**config.mk**
```make
export PLATFORM = sky130hd
export DESIGN_NAME = tmr_counter
export DESIGN_NICKNAME = d
export VERILOG_FILES = /design/src/tmr_pkg.sv /design/src/tmr_sync.sv /design/src/tmr_counter.sv
export VERILOG_INCLUDE_DIRS = /design/src
export SDC_FILE = /design/constraint.sdc
export NUM_CORES = 1
export LEC_CHECK = 0
export BUFFER_PORTS_ARGS = -buffer_cell sky130_fd_sc_hd__buf_2
export CORE_MARGIN = 5
export CORE_UTILIZATION = 30
export DETAILED_ROUTE_END_ITERATION = 6
export PLACE_DENSITY_LB_ADDON = 0.15
export SLEW_MARGIN = 20
export SYNTH_ARGS = -nofsm -noshare
export SYNTH_HDL_FRONTEND = slang
export SYNTH_SLANG_ARGS = --single-unit
```
**constraint.sdc**
```tcl
create_clock -name clk -period 4.7 [get_ports clk]
set_input_delay 0.235 -clock clk [delete_from_list [all_inputs] [get_ports clk]]
set_output_delay 0.235 -clock clk [all_outputs]
set_load 0.02 [all_outputs]
```
**src/tmr_defs.svh**
```systemverilog
`ifndef TMR_DEFS_SVH
`define TMR_DEFS_SVH

// ----------------------------------------------------------------
// control register field positions and reset value
// ----------------------------------------------------------------
`define TMR_CTRL_EN_BIT      7
`define TMR_CTRL_WIDTH8_BIT  6
`define TMR_CTRL_SRC_BIT     5
`define TMR_CTRL_EDGE_BIT    4
`define TMR_CTRL_BYPASS_BIT  3
`define TMR_CTRL_PS_MSB      2
`define TMR_CTRL_PS_LSB      0
`define TMR_CTRL_RESET       8'h08

// ----------------------------------------------------------------
// data reset values and timing counts
// ----------------------------------------------------------------
`define TMR_BYTE_RESET       8'h00
`define TMR_BYTE_MAX         8'hff
`define TMR_WR_INHIBIT       2'h2
`define TMR_SYNC_STAGES      2

`endif

```
**src/tmr_pkg.sv**
```systemverilog
`default_nettype none

package tmr_pkg;

	typedef logic [7:0] tmr_byte_t;

	typedef enum logic {
		TMR_SRC_CLK,
		TMR_SRC_PIN
	} tmr_src_t;

endpackage : tmr_pkg

`default_nettype wire

```
**src/tmr_sync.sv**
```systemverilog
`default_nettype none

module tmr_sync (
	input  wire logic clk,
	input  wire logic nrst,
	input  wire logic d,
	output var  logic q
);

	logic stage1;

	// first stage is read by the second stage only
	always_ff @(posedge clk or negedge nrst) begin
		if (!nrst) begin
			stage1 <= 1'b0;
			q      <= 1'b0;
		end else begin
			stage1 <= d;
			q      <= stage1;
		end
	end

endmodule : tmr_sync

`default_nettype wire

```
**src/tmr_counter.sv**
```systemverilog
`include "tmr_defs.svh"
`default_nettype none

module tmr_counter #(
	parameter int PS_W = 8
) (
	input  wire logic             clk,
	input  wire logic             nrst,
	input  wire logic             external_count_input,
	input  wire logic             ctrl_wr,
	input  wire logic             ctrl_rd,
	input  wire logic             low_wr,
	input  wire logic             low_rd,
	input  wire logic             high_wr,
	input  wire logic             high_rd,
	input  wire logic [7:0]       wdata,
	input  wire logic             flag_clr,
	output var  logic [7:0]       rdata,
	output var  logic [7:0]       timer_control_register,
	output var  logic [7:0]       counter_low_byte,
	output var  logic [7:0]       upper_byte_buffer,
	output var  logic             overflow_flag
);

	// ----------------------------------------------------------------
	// state
	// ----------------------------------------------------------------
	tmr_pkg::tmr_byte_t true_high;
	logic [PS_W-1:0]    pre_cnt;
	logic [1:0]         inhibit;
	logic               ext_sync;
	logic               ext_prev;

	tmr_sync u_sync (
		.clk  (clk),
		.nrst (nrst),
		.d    (external_count_input),
		.q    (ext_sync)
	);

	// ----------------------------------------------------------------
	// decode
	// ----------------------------------------------------------------
	tmr_pkg::tmr_src_t src;
	wire logic        en;
	wire logic        mode8;
	wire logic        edge_fall;
	wire logic        bypass;
	wire logic [2:0]  ps_sel;
	wire logic [PS_W-1:0] pre_mask;
	wire logic        ext_event;
	wire logic        tick;
	wire logic        pre_hit;
	wire logic        inc;
	wire logic        low_max;
	wire logic        wrap;
	wire logic [7:0]  next_low;
	wire logic [7:0]  next_high;
	wire logic [7:0]  next_buf;
	wire logic [7:0]  next_rdata;

	assign src       = tmr_pkg::tmr_src_t'(
		timer_control_register[`TMR_CTRL_SRC_BIT]);
	assign en        = timer_control_register[`TMR_CTRL_EN_BIT];
	assign mode8     = timer_control_register[`TMR_CTRL_WIDTH8_BIT];
	assign edge_fall = timer_control_register[`TMR_CTRL_EDGE_BIT];
	assign bypass    = timer_control_register[`TMR_CTRL_BYPASS_BIT];
	assign ps_sel    = timer_control_register[`TMR_CTRL_PS_MSB:
		`TMR_CTRL_PS_LSB];
	// ratio is two to the power of ps_sel plus one
	assign pre_mask  = PS_W'((32'h2 << ps_sel) - 32'h1);
	// edge taken after the synchroniser, so the count lags the pin
	assign ext_event = edge_fall ? (ext_prev & ~ext_sync)
		: (ext_sync & ~ext_prev);
	assign tick      = (src == tmr_pkg::TMR_SRC_PIN) ? ext_event
		: 1'b1;
	assign pre_hit   = bypass | (pre_cnt == pre_mask);
	// a write owns the cycle; its value must not be bumped at once
	assign inc       = en & tick & pre_hit & (inhibit == 2'h0)
		& ~low_wr;
	assign low_max   = counter_low_byte == `TMR_BYTE_MAX;
	assign wrap      = inc & low_max
		& (mode8 | (true_high == `TMR_BYTE_MAX));
	assign next_low  = low_wr ? wdata
		: inc ? counter_low_byte + 8'h01 : counter_low_byte;
	// high byte only through the buffer, and idle in 8-bit mode
	assign next_high = (low_wr & ~mode8) ? upper_byte_buffer
		: (inc & low_max & ~mode8) ? true_high + 8'h01
		: true_high;
	assign next_buf  = high_wr ? wdata
		: low_rd ? true_high : upper_byte_buffer;
	assign next_rdata = low_rd ? counter_low_byte
		: high_rd ? upper_byte_buffer
		: ctrl_rd ? timer_control_register : 8'h00;

	// ----------------------------------------------------------------
	// registers
	// ----------------------------------------------------------------
	always_ff @(posedge clk or negedge nrst) begin
		if (!nrst) begin
			timer_control_register <= `TMR_CTRL_RESET;
			counter_low_byte       <= `TMR_BYTE_RESET;
			true_high              <= `TMR_BYTE_RESET;
			upper_byte_buffer      <= `TMR_BYTE_RESET;
			rdata                  <= `TMR_BYTE_RESET;
		end else begin
			if (ctrl_wr)
				timer_control_register <= wdata;
			counter_low_byte  <= next_low;
			true_high         <= next_high;
			upper_byte_buffer <= next_buf;
			rdata             <= next_rdata;
		end
	end

	always_ff @(posedge clk or negedge nrst) begin
		if (!nrst) begin
			inhibit       <= 2'h0;
			pre_cnt       <= '0;
			ext_prev      <= 1'b0;
			overflow_flag <= 1'b0;
		end else begin
			ext_prev <= ext_sync;
			if (low_wr)
				inhibit <= `TMR_WR_INHIBIT;
			else if (inhibit != 2'h0)
				inhibit <= inhibit - 2'h1;
			if (low_wr | bypass)
				pre_cnt <= '0;
			else if (en & tick)
				pre_cnt <= pre_hit ? '0 : pre_cnt + PS_W'(1);
			// set beats a clear in the same cycle
			overflow_flag <= wrap | (overflow_flag & ~flag_clr);
		end
	end
endmodule : tmr_counter

`default_nettype wire

```
==> out/results.txt <==
status: finished clean
GR Overflow Total: 0
die height: 112 um
CTS tree: built
FF/Latch Area: 1350 um^2
area delta synth->final: 15.1%
non-filler cells, final: 521
core area: 10200 um^2
Detail Placement HPWL: 6540 um
Routability Congestion: 0.847
CTS sink cnt: 54
commonest non-fill, non-tap cell in the layout: dfrtp_1
multiplexer area fraction after synthesis: 5.05%
FP Rows: 37
pre-CTS setup slack: 2160 ps
CP Launch Type: register
most frequent cells in the layout: 53 x dfrtp_1, 52 x nand2_1, 50 x buf_2
crit-path max FO: 12
PD cells: 340 nW/um^2
VDD IR max: 0.126 mV
Clock Latency Late Sink: 310 ps
post_cts resized: 0
endpoints failing hold: 0
largest net degree at the start of global routing: 55
Cell Area, Placed: 3450 um^2
Die Area: 12400 um^2
Die X: 112 um
Initial Util: 30.4%
Final ANT Viol Nets: 0
vias in the first global route: 2778
DR WL/cell: 17.2 um
TritonCTS Buffers: 5
n_diodes: 0
CP Capture Type: register
gr usage total: 14.6%
CP Data Required Time: 4910 ps
cell area after layout: 3560 um^2
DRC: 0
Multi-input gate area: 1620 um^2
Clock Skew: 5.47 ps
clk slew on worst S/H paths: 100 ps
setup violators final: 0
total number of vias: 2777
register area share after synthesis: 43.7%
postcts setup bufs: 0
Worst Hold Class: in -> reg
Fin Setup TNS: 0 ps
Syn Std Cell Area: 3090 um^2
root buffer cell: clkbuf_8
Via density: 5.33
RSZ-0062 raised after global routing: no
Synth Area in Simple Gates: 23.4%
PortBufs: 50
crit path DAT: 2760 ps
CTS Hold Bufs: 0
initial antenna violation count: 0
Post-Synth XOR/XNOR Area: 1.13%
Synth async-reset ratio: 100%
Slew @ Worst Pin: 756 ps
Synth Flop Type: dfrtp_1
Clock Tree Buf Depth: 2
Ports: 51
Syn Nets: 365
TritonRoute pass-1 iters: 4
critical path class: reg -> reg
first-pass GRT wire length: 14800 um
relative slew slack: 49.1%
fin crit share: 54.4%
first-iteration detailed-routing DRC count: 107
Placed Cells: 514
max-cap viol count: 0
Distinct cells, synth: 60
Worst Setup Slack, final: 2140 ps
H-tree level count: 2
Synth Register Bits: 54
fmax: 391 MHz
routed wire length: 8960 um
Max Slew Vio Count: 0
Final #Nets: 407
Hold WS: 22.7 ps
Synth Area in Compound Gates: 21.3%
min cycle time layout: 2560 ps
YS warnings: 0
Mapped Cells: 343
fillers: 1095
largest family of logic cells by synthesized area: simple AND/OR/NAND/NOR gates
Post-synth EDFFs: 0
Leak Pwr: 1.48 nW
share of layout cells above drive strength 1: 20.3%
Synth Area in Adders: 1.62%
syn avg cell area: 9.02 um^2
[layout make-up]
class	instances	share of cell area, %
tap	136	4.78
clock inverter	1	0.843
timing repair buffer	51	7.24
clock buffer	6	2.32
inverter	12	1.26
sequential	54	38.0
multi-input combinational	261	45.6
[through the flow]
step | total power [W] | util (%)
after CTS | 0.00123 | 35.0
after global placement | 0.000895 | 33.9
after detailed placement | 0.000894 | 33.9
after floorplan | 0.000783 | -
final | 0.00121 | 35.0
after global routing | 0.00129 | 35.0
[sequential cells by signal (all words and copies together), names as in the netlist]
signal / flops
u_sync.stage1: 1
overflow_flag: 1
inhibit: 2
timer_control_register: 8
upper_byte_buffer: 8
ext_prev: 1
true_high: 8
u_sync.q: 1
counter_low_byte: 8
rdata: 8
pre_cnt: 8
[routing by layer]
layer	GRT usage [%]	part of all wire (%)	wire length [um]
met1	21.1	50	4480
met2	22.5	44	3980
met3	2.61	4.3	382
met4	3.89	1.4	122
met5	0	0	0
[logic make-up (layout without fill, tap and decap cells)]
family	count (synthesis)	after routing
simple gates	145	145
compound gates	93	93
flops	54	54
buf+inv	28	70
mux	15	15
fa+ha+maj	4	4
xor+xnor	4	4
[synth_stat cells (all sizes together) (3+ instances only)]
library cell / count / area (um^2)
buf: 5 / 31.3
dfrtp: 53 / 1330
o21ai: 30 / 154
and3: 4 / 25.0
o2111ai: 4 / 41.3
clkbuf: 11 / 41.3
a211oi: 5 / 37.5
inv: 12 / 45.0
nor3: 13 / 65.1
nand3b: 3 / 22.5
a31oi: 8 / 71.3
mux2i: 10 / 100
o22ai: 3 / 18.8
a21oi: 13 / 68.8
mux2: 5 / 56.3
nand3: 19 / 95.1
a22oi: 5 / 37.5
nor2: 23 / 88.8
xor2: 3 / 26.3
nor2b: 5 / 31.3
nand4: 5 / 31.3
o31a: 3 / 26.3
o31ai: 7 / 76.3
nand2: 52 / 195
nor4: 4 / 25.0
o211ai: 4 / 30.0
ha: 4 / 50.1
[final timing paths]
kind / from / to / slack, ps / depth (start not counted)
hold / removal: external_count_input / u_sync.stage1 / 20 / 1
hold reg to reg: u_sync.stage1 / u_sync.q / 360 / 0
min in group asynchronous: nrst / overflow_flag / 50 / 2
setup reg to reg: timer_control_register[2] / true_high[3] / 2140 / 6
setup / recovery: timer_control_register[2] / true_high[3] / 2140 / 6
max in group asynchronous: nrst / counter_low_byte[3] / 4190 / 2
[critical path, cell delays in order (launching register included)]
cell and delay [ps]:
dfrtp_1 650, nor2_2 110, nor4b_2 180, o31ai_2 640
o31a_1 510, nor3_1 110, o31a_1 250
[power breakdown]
group	leakage [nW]	internal [W]	switching, W
Clock	0.0573	0.000171	0.000159
Combinational	0.774	0.000107	0.000183
Sequential	0.648	0.000518	0.0000745
Total	1.48	0.000796	0.000416
No activity file was read; power rests on OpenSTA's default activity.
